`config.mk`:
```
export PLATFORM = sky130hd
export DESIGN_NAME = dswp_serial_port
export DESIGN_NICKNAME = d
export VERILOG_FILES = /design/src/dswp_pkg.sv /design/src/dswp_serial_port.sv
export SDC_FILE = /design/constraint.sdc
export NUM_CORES = 1
export LEC_CHECK = 0
export ABC_CLOCK_PERIOD_IN_PS = 5400
export BUFFER_PORTS_ARGS = -buffer_cell sky130_fd_sc_hd__buf_2
export CAP_MARGIN = 0
export CELL_PAD_IN_SITES_DETAIL_PLACEMENT = 1
export CELL_PAD_IN_SITES_GLOBAL_PLACEMENT = 2
export CORE_ASPECT_RATIO = 0.75
export CORE_UTILIZATION = 38
export DETAILED_ROUTE_END_ITERATION = 10
export PLACE_DENSITY = 0.85
export SETUP_SLACK_MARGIN = 0.5
export SLEW_MARGIN = 10
export SYNTH_ARGS = -nofsm -noshare
export SYNTH_HDL_FRONTEND = slang
export SYNTH_SLANG_ARGS = --single-unit
```
`constraint.sdc`:
```
create_clock -name clock -period 5.4 [get_ports clock]
set_input_delay 0.81 -clock clock [delete_from_list [all_inputs] [get_ports clock]]
set_output_delay 0.81 -clock clock [all_outputs]
set_load 0.01 [all_outputs]
```
`src/dswp_pkg.sv`:
```
// dswp_pkg: constants and types for the single wire debug serial port
// assumes a single system clock domain and a plain register port
package dswp_pkg;
   // register offsets
   localparam logic [7:0] REG_CTRL   = 8'h00;
   localparam logic [7:0] REG_RELOAD = 8'h01;
   localparam logic [7:0] REG_TXDATA = 8'h02;
   localparam logic [7:0] REG_RXDATA = 8'h03;
   localparam logic [7:0] REG_STATUS = 8'h04;
   // control register bit positions
   localparam int CTL_ENABLE  = 0;
   localparam int CTL_LOCK    = 1;
   localparam int CTL_ALTCHAR = 2;
   localparam int CTL_OUTEN   = 3;
   localparam int CTL_DRVHIGH = 4;
   localparam int CTL_HIDRIVE = 5;
   localparam int CTL_NINE    = 6;
   localparam int CTL_FLOW    = 7;
   localparam int CTL_ABARM   = 8;
   // status register bit positions
   localparam int STA_TXBUSY  = 0;
   localparam int STA_RXBUSY  = 1;
   localparam int STA_RXVALID = 2;
   localparam int STA_FRERR   = 3;
   localparam int STA_ABDONE  = 4;
   localparam int STA_ABBUSY  = 5;
   // values after reset
   localparam logic [15:0] RST_RELOAD  = 16'h0040;
   localparam logic        RST_ENABLE  = 1'b1;
   localparam logic        RST_ABARM   = 1'b1;
   // timing: bits per reload, mask applied while enabled
   localparam int          RELOAD_SHIFT   = 3;
   localparam logic [15:0] RELOAD_EN_MASK = 16'h0fff;
   localparam logic [3:0]  BITS_EIGHT     = 4'h8;
   localparam logic [3:0]  BITS_NINE      = 4'h9;
   localparam logic [1:0]  AB_RISES_ALT   = 2'h3;

   typedef enum logic [2:0] {RX_IDLE, RX_HALF, RX_DATA, RX_STOP} dswp_rx_type;
   typedef enum logic [2:0] {TX_IDLE, TX_WAIT, TX_START, TX_DATA, TX_STOP} dswp_tx_type;
   typedef enum logic [1:0] {AB_IDLE, AB_FIRST, AB_MEAS} dswp_ab_type;

   // control bits grouped
   typedef struct packed {
      logic ab_arm;
      logic flow;
      logic nine;
      logic hi_drive;
      logic drv_high;
      logic out_en;
      logic alt_char;
      logic lock;
      logic enable;
   } dswp_ctrl_type;

   // whole module state
   typedef struct packed {
      dswp_ctrl_type ctrl;
      logic [15:0]   reload;
      logic [2:0]    sync;
      logic          line;
      logic          line_prev;
      dswp_rx_type   rx_st;
      logic [15:0]   rx_cnt;
      logic [3:0]    rx_idx;
      logic [8:0]    rx_shift;
      logic [8:0]    rx_data;
      logic          rx_valid;
      logic          frame_err;
      dswp_tx_type   tx_st;
      logic [15:0]   tx_cnt;
      logic [3:0]    tx_idx;
      logic [8:0]    tx_shift;
      logic          tx_bit;
      logic          tx_hi;
      dswp_ab_type   ab_st;
      logic [15:0]   ab_cnt;
      logic [1:0]    ab_rises;
      logic          ab_done;
      logic          pin_o;
      logic          pin_oe;
      logic [15:0]   rdata;
   } dswp_state_type;
endpackage : dswp_pkg

```
`src/dswp_serial_port.sv`:
```
// dswp_serial_port: single wire half duplex debug serial port
// assumes an external pull-up on the pin and one system clock domain
//
// How it works
// - debugger enabled after every reset
// - enable clear ignored while lock bit set
// - open-drain half duplex, never both directions
// - start, 8 or 9 data LSB first, stop
// - transmit low start, data, high stop bits; under flow control the far side drives the start
// - sample start at half bit, reject high
// - data sampled at centre, one bit apart
// - stop sampled at centre, low means framing error
// - hunt next start right after stop sample
// - reload equals clocks per eight bits
// - 16-bit reload, 12 bits while enabled
// - fastest rate eight clocks per bit
// - autobaud 80h, 0Dh only when disabled
// - 80h: start fall to bit 7 rise
// - 0Dh: start end rise to stop rise
// - measured count loaded as reload value
// - output enable drives high and low
// - both bits: one clock high pulse
// - drive high until line high or mid-bit
// - high drive bit selects strong pin driver
// - nine-bit mode adds bit after bit seven
// - flow control: wait for receiver's start bit
`timescale 1ns/100ps
module dswp_serial_port
   import dswp_pkg::*;
(
   input  wire logic        clock,        // system clock, 25 MHz
   input  wire logic        srst,         // synchronous reset, active high
   input  wire logic [7:0]  reg_addr,     // register address
   input  wire logic [15:0] reg_wdata,    // register write data
   input  wire logic        reg_wr,       // write strobe
   input  wire logic        reg_rd,       // read strobe
   output logic      [15:0] reg_rdata,    // read data, cycle after strobe
   input  wire logic        pin_i,        // debug serial pin level
   output logic             pin_o,        // debug serial pin drive value
   output logic             pin_oe,       // debug serial pin drive enable
   output logic             pin_hi_drive, // selects strong output driver
   output logic             dbg_enable    // debugger enable bit
);

   ////////////////////////////////////////////////////////////////////////////
   // helpers

   // bit period in clocks from the reload value
   function automatic logic [15:0] bit_len(input logic [15:0] rld, input logic en);
      logic [15:0] eff;
      logic [15:0] b;
      eff = en ? (rld & RELOAD_EN_MASK) : rld;
      b   = eff >> RELOAD_SHIFT;
      // a reload below eight would give a zero period; clamp to one clock
      // so the counters still advance; rates above clock/8 are the user's risk
      // because the three stage pin sampler eats most of a short bit
      if (b == 16'h0000) begin
         b = 16'h0001;
      end
      return b;
   endfunction : bit_len

   // half bit period, never zero
   function automatic logic [15:0] half_len(input logic [15:0] b);
      logic [15:0] h;
      h = b >> 1;
      if (h == 16'h0000) begin
         h = 16'h0001;
      end
      return h;
   endfunction : half_len

   dswp_state_type st_ff;
   dswp_state_type nxt_st;

   logic [15:0] bitp;
   logic [15:0] halfp;
   logic        fall;
   logic        rise;
   logic        alt_sel;
   logic [3:0]  nbits;
   logic        tx_act;
   logic        tx_bit_end;

   ////////////////////////////////////////////////////////////////////////////
   // elaboration checks on the timing constants
   if (RELOAD_SHIFT < 1 || RELOAD_SHIFT > 15) begin : g_bad_shift
      $error("reload shift out of range");
   end
   if (RELOAD_EN_MASK == 16'h0000) begin : g_bad_mask
      $error("reload mask is empty");
   end
   if (BITS_NINE != BITS_EIGHT + 4'h1) begin : g_bad_bits
      $error("ninth bit count is wrong");
   end

   ////////////////////////////////////////////////////////////////////////////
   // derived terms
   // edges are taken from the filtered line, so every edge
   // the state machines see is four clocks behind the pin
   always_comb begin
      bitp    = bit_len(st_ff.reload, st_ff.ctrl.enable);
      halfp   = half_len(bitp);
      fall    = st_ff.line_prev & ~st_ff.line;
      rise    = ~st_ff.line_prev & st_ff.line;
      alt_sel = st_ff.ctrl.alt_char & ~st_ff.ctrl.enable;
      nbits   = st_ff.ctrl.nine ? BITS_NINE : BITS_EIGHT;
      tx_act  = (st_ff.tx_st != TX_IDLE);
      tx_bit_end = (st_ff.tx_cnt == bitp - 16'h0001);
   end

   ////////////////////////////////////////////////////////////////////////////
   // next state
   always_comb begin
      nxt_st = st_ff;

      // pin sampling: change counts once second and third stages agree
      // the pin is asynchronous; a pulse shorter than one
      // clock never reaches the line state
      nxt_st.sync = {st_ff.sync[1:0], pin_i};
      if (st_ff.sync[1] == st_ff.sync[2]) begin
         nxt_st.line = st_ff.sync[2];
      end
      nxt_st.line_prev = st_ff.line;

      // register reads: data stands in the following cycle only
      // idle cycles return zero so a wired-or read bus stays clean
      nxt_st.rdata = 16'h0000;
      if (reg_rd) begin
         case (reg_addr)
            REG_CTRL:   nxt_st.rdata = {7'h00, st_ff.ctrl};
            REG_RELOAD: nxt_st.rdata = st_ff.reload;
            REG_RXDATA: nxt_st.rdata = {7'h00, st_ff.rx_data};
            REG_STATUS: nxt_st.rdata = {10'h000, (st_ff.ab_st != AB_IDLE), st_ff.ab_done,
                                        st_ff.frame_err, st_ff.rx_valid,
                                        (st_ff.rx_st != RX_IDLE), tx_act};
            default:    nxt_st.rdata = 16'h0000;
         endcase
         if (reg_addr == REG_RXDATA) begin
            nxt_st.rx_valid = 1'b0;
         end
      end

      // register writes
      // lock is set-only; enable obeys the write only while unlocked
      if (reg_wr) begin
         case (reg_addr)
            REG_CTRL: begin
               nxt_st.ctrl = reg_wdata[8:0];
               nxt_st.ctrl.enable = st_ff.ctrl.lock ? st_ff.ctrl.enable : reg_wdata[CTL_ENABLE];
               nxt_st.ctrl.lock   = st_ff.ctrl.lock | reg_wdata[CTL_LOCK];
            end
            REG_RELOAD: nxt_st.reload = reg_wdata;
            REG_STATUS: begin
               if (reg_wdata[STA_FRERR]) begin
                  nxt_st.frame_err = 1'b0;
               end
               if (reg_wdata[STA_ABDONE]) begin
                  nxt_st.ab_done = 1'b0;
               end
            end
            default: ;
         endcase
      end

      // auto-baud measurement, receiver held off while armed
      // the count runs one per clock, so it is clocks per
      // eight bits directly and loads the reload unchanged
      case (st_ff.ab_st)
         // wait for the first falling edge while armed
         AB_IDLE: begin
            if (st_ff.ctrl.ab_arm && !tx_act && fall) begin
               nxt_st.ab_cnt   = 16'h0001;
               nxt_st.ab_rises = 2'h0;
               nxt_st.ab_st    = alt_sel ? AB_FIRST : AB_MEAS;
            end
         end
         // alternative character: start counting at the first rise
         AB_FIRST: begin
            if (rise) begin
               nxt_st.ab_cnt   = 16'h0001;
               nxt_st.ab_rises = 2'h1;
               nxt_st.ab_st    = AB_MEAS;
            end
         end
         // count clocks until the closing rise
         AB_MEAS: begin
            nxt_st.ab_cnt = st_ff.ab_cnt + 16'h0001;
            if (rise) begin
               nxt_st.ab_rises = st_ff.ab_rises + 2'h1;
               if (!alt_sel || (st_ff.ab_rises + 2'h1 == AB_RISES_ALT)) begin
                  nxt_st.reload      = st_ff.ab_cnt;
                  nxt_st.ctrl.ab_arm = 1'b0;
                  nxt_st.ab_done     = 1'b1;
                  nxt_st.ab_st       = AB_IDLE;
               end
            end
         end
         default: nxt_st.ab_st = AB_IDLE;
      endcase

      // receiver, idle while transmitting or measuring
      // our own start bit would otherwise be heard as
      // an incoming character on the shared wire
      nxt_st.rx_cnt = st_ff.rx_cnt + 16'h0001;
      case (st_ff.rx_st)
         // hunt for a falling edge
         RX_IDLE: begin
            if (fall && !tx_act && !st_ff.ctrl.ab_arm && st_ff.ab_st == AB_IDLE) begin
               nxt_st.rx_cnt = 16'h0001;
               nxt_st.rx_st  = RX_HALF;
            end
         end
         // confirm the start bit at its centre
         RX_HALF: begin
            if (st_ff.rx_cnt >= halfp) begin
               nxt_st.rx_cnt = 16'h0001;
               nxt_st.rx_idx = 4'h0;
               nxt_st.rx_st  = st_ff.line ? RX_IDLE : RX_DATA;
            end
         end
         // shift in data bits from the top, lsb first
         RX_DATA: begin
            if (st_ff.rx_cnt >= bitp) begin
               nxt_st.rx_cnt   = 16'h0001;
               nxt_st.rx_shift = {st_ff.line, st_ff.rx_shift[8:1]};
               nxt_st.rx_idx   = st_ff.rx_idx + 4'h1;
               if (st_ff.rx_idx + 4'h1 == nbits) begin
                  nxt_st.rx_st = RX_STOP;
               end
            end
         end
         // stop bit centre: hand over and check framing
         RX_STOP: begin
            if (st_ff.rx_cnt >= bitp) begin
               nxt_st.rx_data   = st_ff.ctrl.nine ? st_ff.rx_shift : {1'b0, st_ff.rx_shift[8:1]};
               nxt_st.rx_valid  = 1'b1;
               if (!st_ff.line) begin
                  nxt_st.frame_err = 1'b1;
               end
               nxt_st.rx_st     = RX_IDLE;
            end
         end
         default: nxt_st.rx_st = RX_IDLE;
      endcase

      // transmitter
      // a write to the data register is dropped while any
      // other traffic owns the wire; software polls busy
      nxt_st.tx_cnt = st_ff.tx_cnt + 16'h0001;
      case (st_ff.tx_st)
         // accept a character only when the wire is free
         TX_IDLE: begin
            if (reg_wr && reg_addr == REG_TXDATA && st_ff.rx_st == RX_IDLE
                && st_ff.ab_st == AB_IDLE) begin
               nxt_st.tx_shift = reg_wdata[8:0];
               nxt_st.tx_idx   = 4'h0;
               nxt_st.tx_cnt   = 16'h0000;
               nxt_st.tx_bit   = 1'b0;
               nxt_st.tx_st    = st_ff.ctrl.flow ? TX_WAIT : TX_START;
            end
         end
         // flow control: hold until the far side sends a start
         TX_WAIT: begin
            nxt_st.tx_bit = 1'b1;
            if (fall) begin
               nxt_st.tx_cnt = 16'h0002;
               nxt_st.tx_st  = TX_START;
            end
         end
         // start bit, low for one period
         TX_START: begin
            if (tx_bit_end) begin
               nxt_st.tx_cnt   = 16'h0000;
               nxt_st.tx_bit   = st_ff.tx_shift[0];
               nxt_st.tx_shift = {1'b0, st_ff.tx_shift[8:1]};
               nxt_st.tx_idx   = 4'h1;
               nxt_st.tx_st    = TX_DATA;
            end
         end
         // data bits lsb first, ninth bit last
         TX_DATA: begin
            if (tx_bit_end) begin
               nxt_st.tx_cnt = 16'h0000;
               if (st_ff.tx_idx == nbits) begin
                  nxt_st.tx_bit = 1'b1;
                  nxt_st.tx_st  = TX_STOP;
               end else begin
                  nxt_st.tx_bit   = st_ff.tx_shift[0];
                  nxt_st.tx_shift = {1'b0, st_ff.tx_shift[8:1]};
                  nxt_st.tx_idx   = st_ff.tx_idx + 4'h1;
               end
            end
         end
         // stop bit, high for one period; driven only in the assist modes
         TX_STOP: begin
            if (tx_bit_end) begin
               nxt_st.tx_st = TX_IDLE;
            end
         end
         default: nxt_st.tx_st = TX_IDLE;
      endcase

      // drive-high assist: set at start of each one bit, ended per mode
      // it speeds the rising edge on a loaded wire; releasing
      // early keeps the open-drain sharing safe
      if (nxt_st.tx_st != st_ff.tx_st || nxt_st.tx_cnt == 16'h0000) begin
         nxt_st.tx_hi = nxt_st.tx_bit & st_ff.ctrl.drv_high;
      end else if (st_ff.ctrl.out_en) begin
         nxt_st.tx_hi = 1'b0;
      end else if (st_ff.line || st_ff.tx_cnt >= halfp) begin
         nxt_st.tx_hi = 1'b0;
      end

      // pin drive
      // zeros are pulled low except the start bit under flow control; ones rely on the pull-up
      // unless one of the assist modes drives them
      nxt_st.pin_o  = 1'b0;
      nxt_st.pin_oe = 1'b0;
      if (nxt_st.tx_st != TX_IDLE && nxt_st.tx_st != TX_WAIT) begin
         if (!nxt_st.tx_bit) begin
            nxt_st.pin_oe = !(nxt_st.tx_st == TX_START && st_ff.ctrl.flow);
         end else if (st_ff.ctrl.out_en && !st_ff.ctrl.drv_high) begin
            nxt_st.pin_o  = 1'b1;
            nxt_st.pin_oe = 1'b1;
         end else if (nxt_st.tx_hi) begin
            nxt_st.pin_o  = 1'b1;
            nxt_st.pin_oe = 1'b1;
         end
      end

      // hardware set wins over a software clear in the same cycle
      if (st_ff.rx_st == RX_STOP && st_ff.rx_cnt >= bitp) begin
         nxt_st.rx_valid = 1'b1;
      end
   end

   ////////////////////////////////////////////////////////////////////////////
   // state register
   // reset leaves the debugger enabled and auto-baud armed
   // so a host can connect without software help
   always_ff @(posedge clock) begin
      if (srst) begin
         st_ff             <= '0;
         st_ff.ctrl.enable <= RST_ENABLE;
         st_ff.ctrl.ab_arm <= RST_ABARM;
         st_ff.reload      <= RST_RELOAD;
         st_ff.sync        <= 3'h7;
         st_ff.line        <= 1'b1;
         st_ff.line_prev   <= 1'b1;
         st_ff.rx_st       <= RX_IDLE;
         st_ff.tx_st       <= TX_IDLE;
         st_ff.ab_st       <= AB_IDLE;
      end else begin
         st_ff <= nxt_st;
      end
   end

   ////////////////////////////////////////////////////////////////////////////
   // outputs
   // all outputs come straight from the state register
   assign reg_rdata    = st_ff.rdata;
   assign pin_o        = st_ff.pin_o;
   assign pin_oe       = st_ff.pin_oe;
   assign pin_hi_drive = st_ff.ctrl.hi_drive;
   assign dbg_enable   = st_ff.ctrl.enable;

endmodule : dswp_serial_port

```
### After elaboration in Yosys (flattened, before gate mapping)

Cells that the tools add are included.

* $add $sub $neg: 7
* order comparisons: 3
* eq/ne operators: 34
* muxes and demuxes: 66
* bitwise operators: 12
* reduce and logical (&&, ||, !) cells: 47

Operators with widths (number)
* $pmux W16 S4: 2
* $mux W33: 3
* $mux W16: 5
* $pmux W18 S3: 1
* $add A16 B1 Y16 const B: 3
* $logic_not A16 Y1: 3
* $pmux W16 S3: 1
* $mux W20: 2
* $pmux W13 S3: 1
* $mux W19: 2
* $ge A16 B12 Y1: 2
* $mux W32: 1
* $mux W13: 2
* $mux W25: 1
* $ne A2 B2 Y1 const B: 12
* $mux W23: 1
* $mux W1: 22
* $mux W2: 9
* $mux W9: 2
* $eq A16 B16 Y1: 1
* $eq A8 B2 Y1 const B: 2
* $ge A16 B13 Y1: 1
* $eq A3 B2 Y1 const B: 5
* $mux W3: 5
* other kinds (37): 80

* flip-flop bits (word level): 146
* bits of input ports: 29
* output and inout bits: 20
* word-level logic and storage cells: 202

### Depth between registers and ports, before layout

* depth after elaboration: 13
* gate-level depth with buffers: 18
* mapped depth without buffers: 15

### Worst setup path before layout

No wires, ideal clock.

* kind: register to register
* start: reg st_ff[128] (netlist name)
* end: reg st_ff[97] (netlist name)
* setup time: 0.116 ns
* arrival time: 3.874 ns
* slack: 1.409 ns
* cell stages (with the launch flop): 17
* path buffers: 2
* period minus slack after synthesis: 3.991 ns
* path through: dfxtp_1 > buf_6 > nor4_4 > o211ai_2 > o21bai_1 > ha_1 > nand2b_1 > a21o_1 > a21o_1 > a21o_1 > a21o_1 > a2111oi_0 > o21ai_1 > clkbuf_1 > nand2_1 > nand4_1 > o211a_1

* longest elaborated chain between the ends: 8
* elaborated cells between the ends (all ways): 10
* classes of those cells: 2 x order compare; 6 x mux; 2 x reduce/logical

Ends and longest elaborated chain
* from (decl): line dswp_serial_port.sv:73 `dswp_state_type st_ff;`
* from (signal assigned): line dswp_serial_port.sv:355 `st_ff <= nxt_st;`
* $mux W16 *: line dswp_serial_port.sv:52 `eff = en ? (rld & RELOAD_EN_MASK) : rld;`
* $logic_not A16 Y1: line dswp_serial_port.sv:57 `if (b == 16'h0000) begin`
* $mux W13 *: line dswp_serial_port.sv:57
* $logic_not A16 Y1: line dswp_serial_port.sv:67 `if (h == 16'h0000) begin`
* $mux W12: line dswp_serial_port.sv:67
* $ge A16 B12 Y1: line dswp_serial_port.sv:216 `if (st_ff.rx_cnt >= halfp) begin`
* $mux W23: line dswp_serial_port.sv:216
* $pmux W16 S3 *: line dswp_serial_port.sv:206 `case (st_ff.rx_st)`

Every way passes the cells marked *; elsewhere a longest branch is shown, timed or not. The select of a mux whose other input is x is not followed.
A chain may end at the register's enable or synchronous reset.

### Final worst setup path

* start: reg st_ff[128] (netlist name)
* end: reg st_ff[52] (netlist name)

* longest elaborated chain between the ends: 7
* elaborated cells between the ends (all ways): 8
* classes of those cells: 1 x add/sub; 3 x eq/ne; 2 x mux; 2 x reduce/logical

Ends and longest elaborated chain
* $mux W16 *: line dswp_serial_port.sv:52
* $logic_not A16 Y1: line dswp_serial_port.sv:57
* $mux W13 *: line dswp_serial_port.sv:57
* $sub A13 B1 Y14 *: line dswp_serial_port.sv:109 `tx_bit_end = (st_ff.tx_cnt == bitp - 16'h0001);`
* $eq A16 B16 Y1 *: line dswp_serial_port.sv:109
* $ne A2 B2 Y1 (no line)
* $reduce_and A5 Y1 (no line) *

Every way passes the cells marked *; elsewhere a longest branch is shown, timed or not.

==> run_results.csv <==
group,metric,value,unit
yosys,synth_edf_count,0,
timing,relSlewSlack,24.9,%
place,hpwl,18.0,mm
die,rows,46,
run,drv_cap,0,
worst_setup_path,required,5780,ps
die,die_h,131,um
global_routing,first_global_vias,6953,
yosys,synth.ff_latch_count,145,
finish,final_util,43.7,%
timing,rsz0062_at_grt,"no",
drt,post_drt_wl_per_cell,18.7,um
place,io_buffers,48,
clock_network,cts-root-buf,"clkbuf_16",
clock_network,cts-resized-gates,0,
drt,antenna_left,0,
yosys,synthTopCellsByCount,"145 x dfxtp_1, 125 x nor2_1, 63 x nand2_1",
timing,hold_viol,0,
power_and_ir_drop,p_leak,3.75,nW
yosys,synth-async-reset-ratio,0,%
global_routing,grt_remaining_overflow,0,
yosys,ys.flop_type,"dfxtp_1",
timing,setup_tns,0,ps
yosys,netlist_instances,999,
timing,setup_violations,0,
die,start_util,39.3,%
clock_network,h-tree-depth,4,
yosys,synth_top_area_share,34.5,%
drt,wl,24.4,mm
power_and_ir_drop,irDropWorstVdd,0.227,mV
finish,area_growth,11.1,%
drt,drt_iter0_markers,450,
global_routing,antenna_found_initial,0,
place,gp_congestion,0.820,
clock_network,clk_pin_slew,60,ps
yosys,netlist-cell-type-count,78,
worst_setup_path,cp-startpoint,"st_ff[128]",
power_and_ir_drop,p_total,2.50,mW
finish,nets,1089,
power_and_ir_drop,p_per_area,268,nW/um2
yosys,ys_seq_area_share,34.5,%
clock_network,cts.sink_count,145,
status,outcome,"complete, no violations",
timing,finalMaxSlewViolations,0,
global_routing,grt_pass1_wl,38.8,mm
place,place_ws,868,ps
clock_network,cts_setup_buffers,0,
finish,fillCellCount,2558,
clock_network,cts_tree,"done",
timing,period_share,83.6,%
drt,via_per_inst,5.51,
worst_setup_path,crit_path_max_fanout,13,
clock_network,hold_buffers,0,
clock_network,cts_buffers,17,
die,die_width,174,um
timing,max_freq,222,MHz
die,die_area,22800,um2
finish,drive_above_1_share,11.3,%
drt,vias,7203,
yosys,avgSynthCellArea,8.43,um2
worst_setup_path,crit_path_end_kind,"register",
worst_setup_path,r2r-start,"st_ff[128]",
yosys,synthTopCellsByArea,"dfxtp_1 34%, ha_1 7.9%, nor2_1 5.6%, mux2i_1 5.5%, nand3_1 3.4%",
yosys,synth_area_leader_cell,"dfxtp_1",
yosys,synth_nets,1081,
clock_network,max-clock-path-buffers,2,
min_path,min_from,"nxt_st[119]",
timing,fin_ws,887,ps
global_routing,grt_max_degree,73,
worst_setup_path,critPathLaunchType,"register",
min_path,hold_path_class,"reg -> reg",
yosys,syn_area,8420,um2
drt,drt_pass1_iterations,4,
drt,drc,0,
global_routing,grt_usage,22.1,%
yosys,yosysMostFrequentCell,"dfxtp_1",
timing,fin_skew,9.60,ps
die,core_area,21400,um2
clock_network,clock_latency,440,ps
die,io-pin-count,49,
timing,worst_pin_slew,1120,ps
worst_setup_path,crit_type,"reg -> reg",
yosys,yosysWarnings,0,
finish,diodes,0,
timing,fin_crit,4510,ps
worst_setup_path,arrival,4890,ps
==> critical path, stage by stage (launching register included) <==
cell	delay [ps]
dfxtp_1	390
nor4_4	540
o211ai_2	250
o21bai_1	350
inv_1	80
ha_1	330
xor2_1	180
o22ai_1	90
o21ai_0	180
nand4b_1	130
nor4b_2	590
nand2_4	180
nor2_2	550
nand2_1	190
nor3b_1	240
a32o_1	180
==> report_power, final <==
part	total [mW]	switching [mW]	internal, mW
clock	1.26	0.472	0.787
combinational	0.144	0.0891	0.0551
sequential	1.10	0.0192	1.08
==> layer usage <==
metal	vias up	part of all wire [%]	GRT usage, %
li1	3555	-	-
met1	3515	53	32.2
met2	106	42	31.9
met3	27	3.7	4.92
met4	0	1.7	7.17
met5	-	0	0
==> final timing paths <==
| check | depth (start not counted) | slack, ps | endpoint |
|---|---|---|---|
| max reg2reg | 15 | 890 | st_ff[52] |
| min reg2reg | 1 | 420 | nxt_st[120] |
| min | 1 | 420 | nxt_st[120] |
| max | 15 | 890 | st_ff[52] |
==> registers in the layout (all words and copies together) (netlist names) <==
signal        count
pin_hi_drive      1
nxt_st            3
dbg_enable        1
pin_o             1
pin_oe            1
st_ff           122
reg_rdata        16
==> logic make-up after synthesis <==
family / synth area share [%]
simple gates: 22.6
compound gates: 16.5
flops: 34.5
buf+inv: 6.02
xor+xnor: 6.03
mux: 6.54
fa+ha+maj: 7.87
==> final cells by class <==
type	instances	area [um2]	area share [%]
timing repair buffer	56	300	3.21
clock inverter	9	126	1.35
clock buffer	23	498	5.32
tap	288	360	3.85
multi-input combinational	746	5020	53.6
inverter	41	154	1.64
sequential	145	2900	31.0
==> metrics by stage <==
| step | area (um2) | std cells | hold slack (ps) |
|---|---|---|---|
| floorplan | 8420 | 999 | 389 |
| global placement | 8730 | 1276 | 398 |
| detailed placement | 8730 | 1276 | 405 |
| CTS | 9360 | 1308 | 424 |
| global route | 9360 | 1308 | 444 |
| finish | 9360 | 1308 | 416 |
==> layout by cell type (no fill, tap or decap), types with 27 or more instances in the layout <==
| cell type | count |
|---|---|
| nor2_1 | 125 |
| a211oi_1 | 29 |
| mux2i_1 | 46 |
| nand3_1 | 57 |
| o21ai_0 | 34 |
| nand2_1 | 63 |
| buf_2 | 48 |
| dfxtp_1 | 145 |
| inv_1 | 40 |
| xor2_1 | 31 |
| xnor2_1 | 27 |
| a21oi_1 | 45 |
| ha_1 | 53 |
(Power assumes the default switching activity.)
